$ cat config.mk
export PLATFORM = sky130hd
export DESIGN_NAME = odg_output_driver_gain_regs
export DESIGN_NICKNAME = d
export VERILOG_FILES = /design/src/rtl/odg_pkg.sv /design/src/rtl/odg_output_driver_gain_regs.sv
export SDC_FILE = /design/constraint.sdc
export NUM_CORES = 1
export LEC_CHECK = 0
export BUFFER_PORTS_ARGS = -buffer_cell sky130_fd_sc_hd__clkbuf_2
export CAP_MARGIN = 20
export CELL_PAD_IN_SITES_DETAIL_PLACEMENT = 2
export CELL_PAD_IN_SITES_GLOBAL_PLACEMENT = 2
export CORE_UTILIZATION = 34
export DETAILED_ROUTE_END_ITERATION = 10
export PLACE_DENSITY = 0.83
export SLEW_MARGIN = 20
export SYNTH_ARGS = -nofsm -noshare
export SYNTH_HDL_FRONTEND = slang
export SYNTH_SLANG_ARGS = --single-unit
$ cat constraint.sdc
create_clock -name mclk -period 4.3 [get_ports mclk]
set_clock_uncertainty 0.1 [all_clocks]
set_input_delay 0.86 -clock mclk [delete_from_list [all_inputs] [get_ports mclk]]
set_output_delay 0.86 -clock mclk [all_outputs]
set_load 0.005 [all_outputs]
$ cat src/rtl/odg_pkg.sv
package odg_pkg;

	// Register offsets on page 1 (byte addresses of the control port)
	localparam logic [7:0] ODG_HP_VOL_ADDR      = 8'h24;
	localparam logic [7:0] ODG_HP_VOL_RSVD_ADDR = 8'h25;
	localparam logic [7:0] ODG_SP_VOL_ADDR      = 8'h26;
	localparam logic [7:0] ODG_SP_VOL_RSVD_ADDR = 8'h27;
	localparam logic [7:0] ODG_HP_DRV_ADDR      = 8'h28;
	localparam logic [7:0] ODG_HP_DRV_RSVD_ADDR = 8'h29;
	localparam logic [7:0] ODG_SP_DRV_ADDR      = 8'h2A;
	localparam logic [7:0] ODG_SP_DRV_RSVD_ADDR = 8'h2B;

	// Field positions
	localparam int ODG_ROUTE_BIT    = 7;
	localparam int ODG_ATTEN_MSB    = 6;
	localparam int ODG_HP_GAIN_MSB  = 6;
	localparam int ODG_HP_GAIN_LSB  = 3;
	localparam int ODG_SP_GAIN_MSB  = 4;
	localparam int ODG_SP_GAIN_LSB  = 3;
	localparam int ODG_UNMUTE_BIT   = 2;
	localparam int ODG_HIZ_BIT      = 1;
	localparam int ODG_APPLIED_BIT  = 0;

	// Reset values, plus the top headphone gain code
	localparam logic       ODG_ROUTE_RST   = 1'h0;
	localparam logic [6:0] ODG_ATTEN_RST   = 7'h7F;
	localparam logic [3:0] ODG_HP_GAIN_RST = 4'h0;
	localparam logic [3:0] ODG_HP_GAIN_MAX = 4'h9;
	localparam logic [1:0] ODG_SP_GAIN_RST = 2'h0;
	localparam logic       ODG_UNMUTE_RST  = 1'h0;
	localparam logic       ODG_HIZ_RST     = 1'h1;
	localparam logic [7:0] ODG_VOL_RSVD_RST = 8'h7F;

	// Time for a newly written gain to settle in the analog stage
	localparam int ODG_SETTLE_NS     = 1000;
	localparam int ODG_CLK_PERIOD_NS = 40;
	localparam int ODG_SETTLE_CYCLES =
		(ODG_SETTLE_NS + ODG_CLK_PERIOD_NS - 1) / ODG_CLK_PERIOD_NS;
	localparam int ODG_CNT_W = 6;

endpackage : odg_pkg

$ cat src/rtl/odg_output_driver_gain_regs.sv
`timescale 1ns/1ps
module odg_output_driver_gain_regs
	import odg_pkg::*;
(
	input  wire logic       mclk,
	input  wire logic       rst_n,
	input  wire logic       reg_wr,
	input  wire logic       reg_rd,
	input  wire logic [7:0] reg_addr,
	input  wire logic [7:0] reg_wdata,
	output logic      [7:0] reg_rdata,
	output logic            hp_route_en,
	output logic      [6:0] hp_atten,
	output logic      [3:0] hp_drv_gain,
	output logic            hp_unmute,
	output logic            hp_pd_hiz,
	output logic            hp_gain_applied,
	output logic            sp_route_en,
	output logic      [6:0] sp_atten,
	output logic      [1:0] sp_drv_gain,
	output logic            sp_unmute,
	output logic            sp_gain_applied
);

	typedef enum logic {
		ODG_IDLE,
		ODG_SETTLING
	} odg_settle_type;

	// Write selects, one per register that holds state
	logic       wr_hp_vol;
	logic       wr_sp_vol;
	logic       wr_hp_drv;
	logic       wr_sp_drv;

	logic       hp_route_reg,  hp_route_next;
	logic [6:0] hp_atten_reg,  hp_atten_next;
	logic       sp_route_reg,  sp_route_next;
	logic [6:0] sp_atten_reg,  sp_atten_next;
	logic [3:0] hp_gain_reg,   hp_gain_next;
	logic       hp_unmute_reg, hp_unmute_next;
	logic       hp_hiz_reg,    hp_hiz_next;
	logic [1:0] sp_gain_reg,   sp_gain_next;
	logic       sp_unmute_reg, sp_unmute_next;
	logic [7:0] rdata_reg,     rdata_next;

	logic [1:0] gain_wr;
	logic [1:0] applied;

	function automatic logic hit(input logic [7:0] a, input logic [7:0] o);
		hit = (a == o);
	endfunction : hit

	// Volume registers share one layout: route bit above the attenuation
	function automatic logic [7:0] vol_word(
		input logic       route,
		input logic [6:0] atten
	);
		vol_word                  = 8'h00;
		vol_word[ODG_ROUTE_BIT]   = route;
		vol_word[ODG_ATTEN_MSB:0] = atten;
	endfunction : vol_word

	// Headphone driver word; reserved bit 7 reads as zero
	function automatic logic [7:0] hp_drv_word(
		input logic [3:0] gain,
		input logic       unmute,
		input logic       hiz,
		input logic       done
	);
		hp_drv_word = 8'h00;
		hp_drv_word[ODG_HP_GAIN_MSB:ODG_HP_GAIN_LSB] = gain;
		hp_drv_word[ODG_UNMUTE_BIT]                  = unmute;
		hp_drv_word[ODG_HIZ_BIT]                     = hiz;
		hp_drv_word[ODG_APPLIED_BIT]                 = done;
	endfunction : hp_drv_word

	// Class-D driver word; reserved bits 7..5 and 1 read as zero
	function automatic logic [7:0] sp_drv_word(
		input logic [1:0] gain,
		input logic       unmute,
		input logic       done
	);
		sp_drv_word = 8'h00;
		sp_drv_word[ODG_SP_GAIN_MSB:ODG_SP_GAIN_LSB] = gain;
		sp_drv_word[ODG_UNMUTE_BIT]                  = unmute;
		sp_drv_word[ODG_APPLIED_BIT]                 = done;
	endfunction : sp_drv_word

	// Reserved registers have no select, so writes to them are dropped
	assign wr_hp_vol = reg_wr && hit(reg_addr, ODG_HP_VOL_ADDR);
	assign wr_sp_vol = reg_wr && hit(reg_addr, ODG_SP_VOL_ADDR);
	assign wr_hp_drv = reg_wr && hit(reg_addr, ODG_HP_DRV_ADDR);
	assign wr_sp_drv = reg_wr && hit(reg_addr, ODG_SP_DRV_ADDR);

	// Any write to a path's volume or gain register restarts its settling
	assign gain_wr[0] = wr_hp_vol || wr_hp_drv;
	assign gain_wr[1] = wr_sp_vol || wr_sp_drv;

	// Headphone volume register
	always_comb begin
		hp_route_next = hp_route_reg;
		hp_atten_next = hp_atten_reg;
		if (wr_hp_vol) begin
			hp_route_next = reg_wdata[ODG_ROUTE_BIT];
			hp_atten_next = reg_wdata[ODG_ATTEN_MSB:0];
		end
	end

	always_ff @(posedge mclk) begin
		if (!rst_n) begin
			hp_route_reg <= ODG_ROUTE_RST;
			hp_atten_reg <= ODG_ATTEN_RST;
		end else begin
			hp_route_reg <= hp_route_next;
			hp_atten_reg <= hp_atten_next;
		end
	end

	// Speaker volume register
	always_comb begin
		sp_route_next = sp_route_reg;
		sp_atten_next = sp_atten_reg;
		if (wr_sp_vol) begin
			sp_route_next = reg_wdata[ODG_ROUTE_BIT];
			sp_atten_next = reg_wdata[ODG_ATTEN_MSB:0];
		end
	end

	always_ff @(posedge mclk) begin
		if (!rst_n) begin
			sp_route_reg <= ODG_ROUTE_RST;
			sp_atten_reg <= ODG_ATTEN_RST;
		end else begin
			sp_route_reg <= sp_route_next;
			sp_atten_reg <= sp_atten_next;
		end
	end

	// Headphone driver register; codes above 9 are stored as written
	always_comb begin
		hp_gain_next   = hp_gain_reg;
		hp_unmute_next = hp_unmute_reg;
		hp_hiz_next    = hp_hiz_reg;
		if (wr_hp_drv) begin
			hp_gain_next =
				reg_wdata[ODG_HP_GAIN_MSB:ODG_HP_GAIN_LSB];
			hp_unmute_next = reg_wdata[ODG_UNMUTE_BIT];
			hp_hiz_next    = reg_wdata[ODG_HIZ_BIT];
		end
	end

	always_ff @(posedge mclk) begin
		if (!rst_n) begin
			hp_gain_reg   <= ODG_HP_GAIN_RST;
			hp_unmute_reg <= ODG_UNMUTE_RST;
			hp_hiz_reg    <= ODG_HIZ_RST;
		end else begin
			hp_gain_reg   <= hp_gain_next;
			hp_unmute_reg <= hp_unmute_next;
			hp_hiz_reg    <= hp_hiz_next;
		end
	end

	// Class-D driver register
	always_comb begin
		sp_gain_next   = sp_gain_reg;
		sp_unmute_next = sp_unmute_reg;
		if (wr_sp_drv) begin
			sp_gain_next =
				reg_wdata[ODG_SP_GAIN_MSB:ODG_SP_GAIN_LSB];
			sp_unmute_next = reg_wdata[ODG_UNMUTE_BIT];
		end
	end

	always_ff @(posedge mclk) begin
		if (!rst_n) begin
			sp_gain_reg   <= ODG_SP_GAIN_RST;
			sp_unmute_reg <= ODG_UNMUTE_RST;
		end else begin
			sp_gain_reg   <= sp_gain_next;
			sp_unmute_reg <= sp_unmute_next;
		end
	end

	// One settling tracker per path: 0 is headphone, 1 is speaker
	genvar p;
	generate
		for (p = 0; p < 2; p++) begin : g_settle
			odg_settle_type       st_reg;
			odg_settle_type       st_next;
			logic [ODG_CNT_W-1:0] cnt_reg;
			logic [ODG_CNT_W-1:0] cnt_next;

			// Flag is low from the edge after a write until the count ends
			always_comb begin
				st_next  = st_reg;
				cnt_next = cnt_reg;
				case (st_reg)
					ODG_IDLE: begin
						if (gain_wr[p]) begin
							st_next  = ODG_SETTLING;
							cnt_next = ODG_CNT_W'(ODG_SETTLE_CYCLES - 1);
						end
					end
					ODG_SETTLING: begin
						if (gain_wr[p]) begin
							// A rewrite mid-settle starts the wait over
							cnt_next = ODG_CNT_W'(ODG_SETTLE_CYCLES - 1);
						end else if (cnt_reg == '0) begin
							st_next = ODG_IDLE;
						end else begin
							cnt_next = cnt_reg - 1'b1;
						end
					end
					default: begin
						st_next  = ODG_IDLE;
						cnt_next = '0;
					end
				endcase
			end

			always_ff @(posedge mclk) begin
				if (!rst_n) begin
					st_reg  <= ODG_IDLE;
					cnt_reg <= '0;
				end else begin
					st_reg  <= st_next;
					cnt_reg <= cnt_next;
				end
			end

			assign applied[p] = (st_reg == ODG_IDLE);
		end
	endgenerate

	// A read in the same cycle as a write returns the old value
	always_comb begin
		rdata_next = rdata_reg;
		if (reg_rd) begin
			case (reg_addr)
				ODG_HP_VOL_ADDR: begin
					rdata_next = vol_word(hp_route_reg, hp_atten_reg);
				end
				ODG_SP_VOL_ADDR: begin
					rdata_next = vol_word(sp_route_reg, sp_atten_reg);
				end
				ODG_HP_VOL_RSVD_ADDR, ODG_SP_VOL_RSVD_ADDR: begin
					rdata_next = ODG_VOL_RSVD_RST;
				end
				ODG_HP_DRV_ADDR: begin
					rdata_next = hp_drv_word(hp_gain_reg, hp_unmute_reg,
						hp_hiz_reg, applied[0]);
				end
				ODG_SP_DRV_ADDR: begin
					rdata_next = sp_drv_word(sp_gain_reg, sp_unmute_reg,
						applied[1]);
				end
				// Reserved driver registers hold nothing and read as zero
				ODG_HP_DRV_RSVD_ADDR, ODG_SP_DRV_RSVD_ADDR: begin
					rdata_next = 8'h00;
				end
				default: begin
					rdata_next = 8'h00;
				end
			endcase
		end
	end

	// Read data holds until the next read
	always_ff @(posedge mclk) begin
		if (!rst_n) begin
			rdata_reg <= 8'h00;
		end else begin
			rdata_reg <= rdata_next;
		end
	end

	assign reg_rdata       = rdata_reg;
	assign hp_route_en     = hp_route_reg;
	assign hp_atten        = hp_atten_reg;
	assign hp_drv_gain     = hp_gain_reg;
	assign hp_unmute       = hp_unmute_reg;
	assign hp_pd_hiz       = hp_hiz_reg;
	assign hp_gain_applied = applied[0];
	assign sp_route_en     = sp_route_reg;
	assign sp_atten        = sp_atten_reg;
	assign sp_drv_gain     = sp_gain_reg;
	assign sp_unmute       = sp_unmute_reg;
	assign sp_gain_applied = applied[1];

endmodule : odg_output_driver_gain_regs

==> impl_metrics.csv <==
group,metric,value,unit
synth,async_reset_ff_share,0,%
status,status,"finished, final reports clean",
min_path,hp-class,"reg2reg",
finish,largest_reg_flops,12,
finish,multiInputGateArea,1170,um^2
worst_setup_path,worstPathArrival,2.70,ns
power_and_ir_drop,cellPowerDensity,296,nW/um^2
worst_setup_path,cp.required,4.34,ns
synth,synth_edf_count,0,
global_routing,grt-ovfl-total,0,
synth,syn_avg_cell_area,9.07,um^2
synth,yosys.area.top_type,"dfxtp_1",
synth,synthesis.area,2210,um^2
die,coreArea,6310,um^2
synth,yosys_warnings,0,
die,fp.dieH,82.7,um
sta,hold_ws,0.388,ns
finish,nFillCells,728,
detailed_routing,ant_nets,0,
global_routing,antenna_found_initial,0,
detailed_routing,routed_wl,6300,um
finish,syn2layout_area_growth,18.1,%
finish,regArea,941,um^2
worst_setup_path,crit_type,"in2reg",
global_routing,grt_pass1_vias,2026,
detailed_routing,drtIter0Drc,54,
sta,max_freq,0.376,GHz
detailed_routing,wire_per_inst,17.0,um
detailed_routing,via_count,1968,
worst_setup_path,cp_max_fo,14,
clock_network,cts_buffer_depth,2,
finish,nets,316,
synth,synth_ff_type,"dfxtp_1",
synth,ys_seq_elements,47,
die,start_util,35.1,%
run,cap_violations,0,
sta,layout_min_cycle_time,2.66,ns
sta,final_hold_viol_count,0,
sta,finalSetupViolCount,0,
clock_network,clk_latency,0.29,ns
placement,globalplace.congestion,0.785,
synth,syn_inst,244,
finish,antenna_cells,0,
synth,synth_nets,268,
clock_network,cts_tree,"done",
global_routing,grt_max_degree,48,
placement,dp_hpwl,4900,um
detailed_routing,vias_per_cell,5.32,
sta,worstMarginPinSlew,0.830,ns
worst_setup_path,critPathSlowestCell,"nor4b_4",
clock_network,cts-root-buf,"clkbuf_8",
worst_setup_path,crit_path_cell_trace,"clkbuf_2 > nor4b_4 > nand4_1 > mux2i_1 > nand2_1",
synth,ys_top_cells_by_area,"dfxtp_1 (43%), mux2i_1 (11%), nand2_1 (5.1%)",
clock_network,hold_buffers,0,
clock_network,cts.sink_count,47,
die,dieArea,6840,um^2
power_and_ir_drop,leakage,1.10,nW
clock_network,cts-htree-levels,2,
synth,yosys.area.top_type_share,42.5,%
placement,io_buffers,54,
synth,synth_cell_types,45,
sta,slew_headroom,44.6,%
global_routing,grt_use_total,19.4,%
worst_setup_path,critPathCaptureType,"register",
clock_network,cts_buffers,5,
power_and_ir_drop,peakVddDrop,130,uV
die,die_width,82.7,um
detailed_routing,drc_errors,0,
clock_network,path_clk_slew,0.09,ns
clock_network,postCtsSetupBuffers,0,
clock_network,ctsResizeCount,0,
sta,rsz0062_at_grt,"false",
finish,drive_gt1_share,24.2,%
sta,slew_violations,0,
worst_setup_path,critPathMaxStageDelay,0.75,ns
global_routing,grt_pass1_wl,9940,um
die,ios,55,
sta,min_period_over_period,61.8,%
synth,ys_seq_area_share,42.5,%
detailed_routing,dr.pass1.iters,4,
die,rows,29,
sta,finalSetupTns,0,ns
worst_setup_path,start_kind,"input port",
==> where the power goes <==
part           leakage (nW)  switching [W]  internal (W)  total [W]
logic                 0.671      0.0000340     0.0000196  0.0000536
registers             0.380     0.00000139      0.000437   0.000439
clock network        0.0474       0.000150      0.000131   0.000281
total                  1.10       0.000185      0.000588   0.000773
==> Yosys cell counts, types with 2 or more instances <==
| library cell | number |
|---|---|
| a211oi_1 | 3 |
| a21boi_0 | 5 |
| a21oi_1 | 19 |
| a22oi_1 | 7 |
| and3_1 | 5 |
| buf_2 | 4 |
| clkbuf_1 | 6 |
| dfxtp_1 | 47 |
| ha_1 | 4 |
| inv_1 | 9 |
| mux2i_1 | 24 |
| nand2_1 | 30 |
| nand2b_1 | 4 |
| nand3_1 | 8 |
| nand4_1 | 4 |
| nor2_1 | 11 |
| nor2b_1 | 7 |
| nor3_1 | 4 |
| nor3b_1 | 2 |
| o21ai_0 | 5 |
| o21ai_1 | 5 |
| o221ai_1 | 3 |
| o22ai_1 | 4 |
| xnor2_1 | 3 |
==> path summary, 6_finish.rpt <==
path / startpoint / end / slack, ns / cells past startpoint
worst max-delay path: reg_addr[4] / hp_pd_hiz / 1.64 / 5
worst min-delay path: hp_drv_gain[3] / hp_drv_gain[3] / 0.39 / 2
worst max register to register: g_settle[1].cnt_reg[0] / g_settle[1].cnt_reg[1] / 2.56 / 5
worst min register to register: hp_drv_gain[3] / hp_drv_gain[3] / 0.39 / 2
==> cell type report <==
type                            instances  area share, %
Clock buffer                            6           3.16
Clock inverter                          2          0.622
Inverter                                9           1.29
Multi-Input combinational cell        175           44.9
Sequential cell                        47           36.0
Tap cell                               77           3.69
Timing Repair Buffer                   54           10.3
==> critical path, delay by kind of cell <==
kind | cells | cell delay [ns]
AND/OR/NAND/NOR | 3 | 1.42
multiplexers | 1 | 0.32
buffers and inverters | 1 | 0.10
==> layout by cell type (no fill, tap or decap), types with 4 or more instances in the layout <==
cell type	n
clkbuf_2	54
nor3_1	4
ha_1	4
inv_1	9
a21oi_1	19
nor2_1	11
nand2b_1	4
o21ai_0	5
nor2b_1	7
nand3_1	8
nand4_1	4
a22oi_1	7
a21boi_0	5
nand2_1	30
dfxtp_1	47
o22ai_1	4
mux2i_1	24
o21ai_1	5
clkbuf_8	6
and3_1	5
==> stage by stage <==
step / total power (W) / setup slack [ns] / instance area (um^2) / utilization (%) / std cells
final: 0.000773 / 1.64 / 2610 / 41.4 / 370
after global routing: 0.000812 / 1.48 / 2610 / 41.4 / 370
after CTS: 0.000785 / 1.63 / 2610 / 41.4 / 370
after detailed placement: 0.000503 / 1.32 / 2510 / 39.8 / 362
after global placement: 0.000501 / 1.50 / 2510 / 39.8 / 362
after floorplan: 0.000480 / 2.25 / 2210 / - / 244
==> cells by family (layout without fill, tap and decap cells) <==
| kind of cell | Yosys count | in the layout | share of synthesized area [%] |
|---|---|---|---|
| AO/OA/AOI/OAI | 54 | 54 | 15.0 |
| XOR/XNOR | 4 | 4 | 1.58 |
| adder cells (fa/ha/maj) | 4 | 4 | 2.26 |
| buffers and inverters | 22 | 71 | 4.47 |
| flip-flops | 47 | 47 | 42.5 |
| multiplexers | 25 | 25 | 11.4 |
| AND/OR/NAND/NOR | 88 | 88 | 22.8 |
==> routing by layer <==
layer / up-vias / global-route usage, % / wire, um
li1: 962 / - / -
met1: 967 / 22.5 / 2750
met2: 35 / 36.6 / 3330
met3: 4 / 2.97 / 170
met4: 0 / 4.83 / 41
met5: - / 0 / 0
Power figures use the tool's default switching activity.
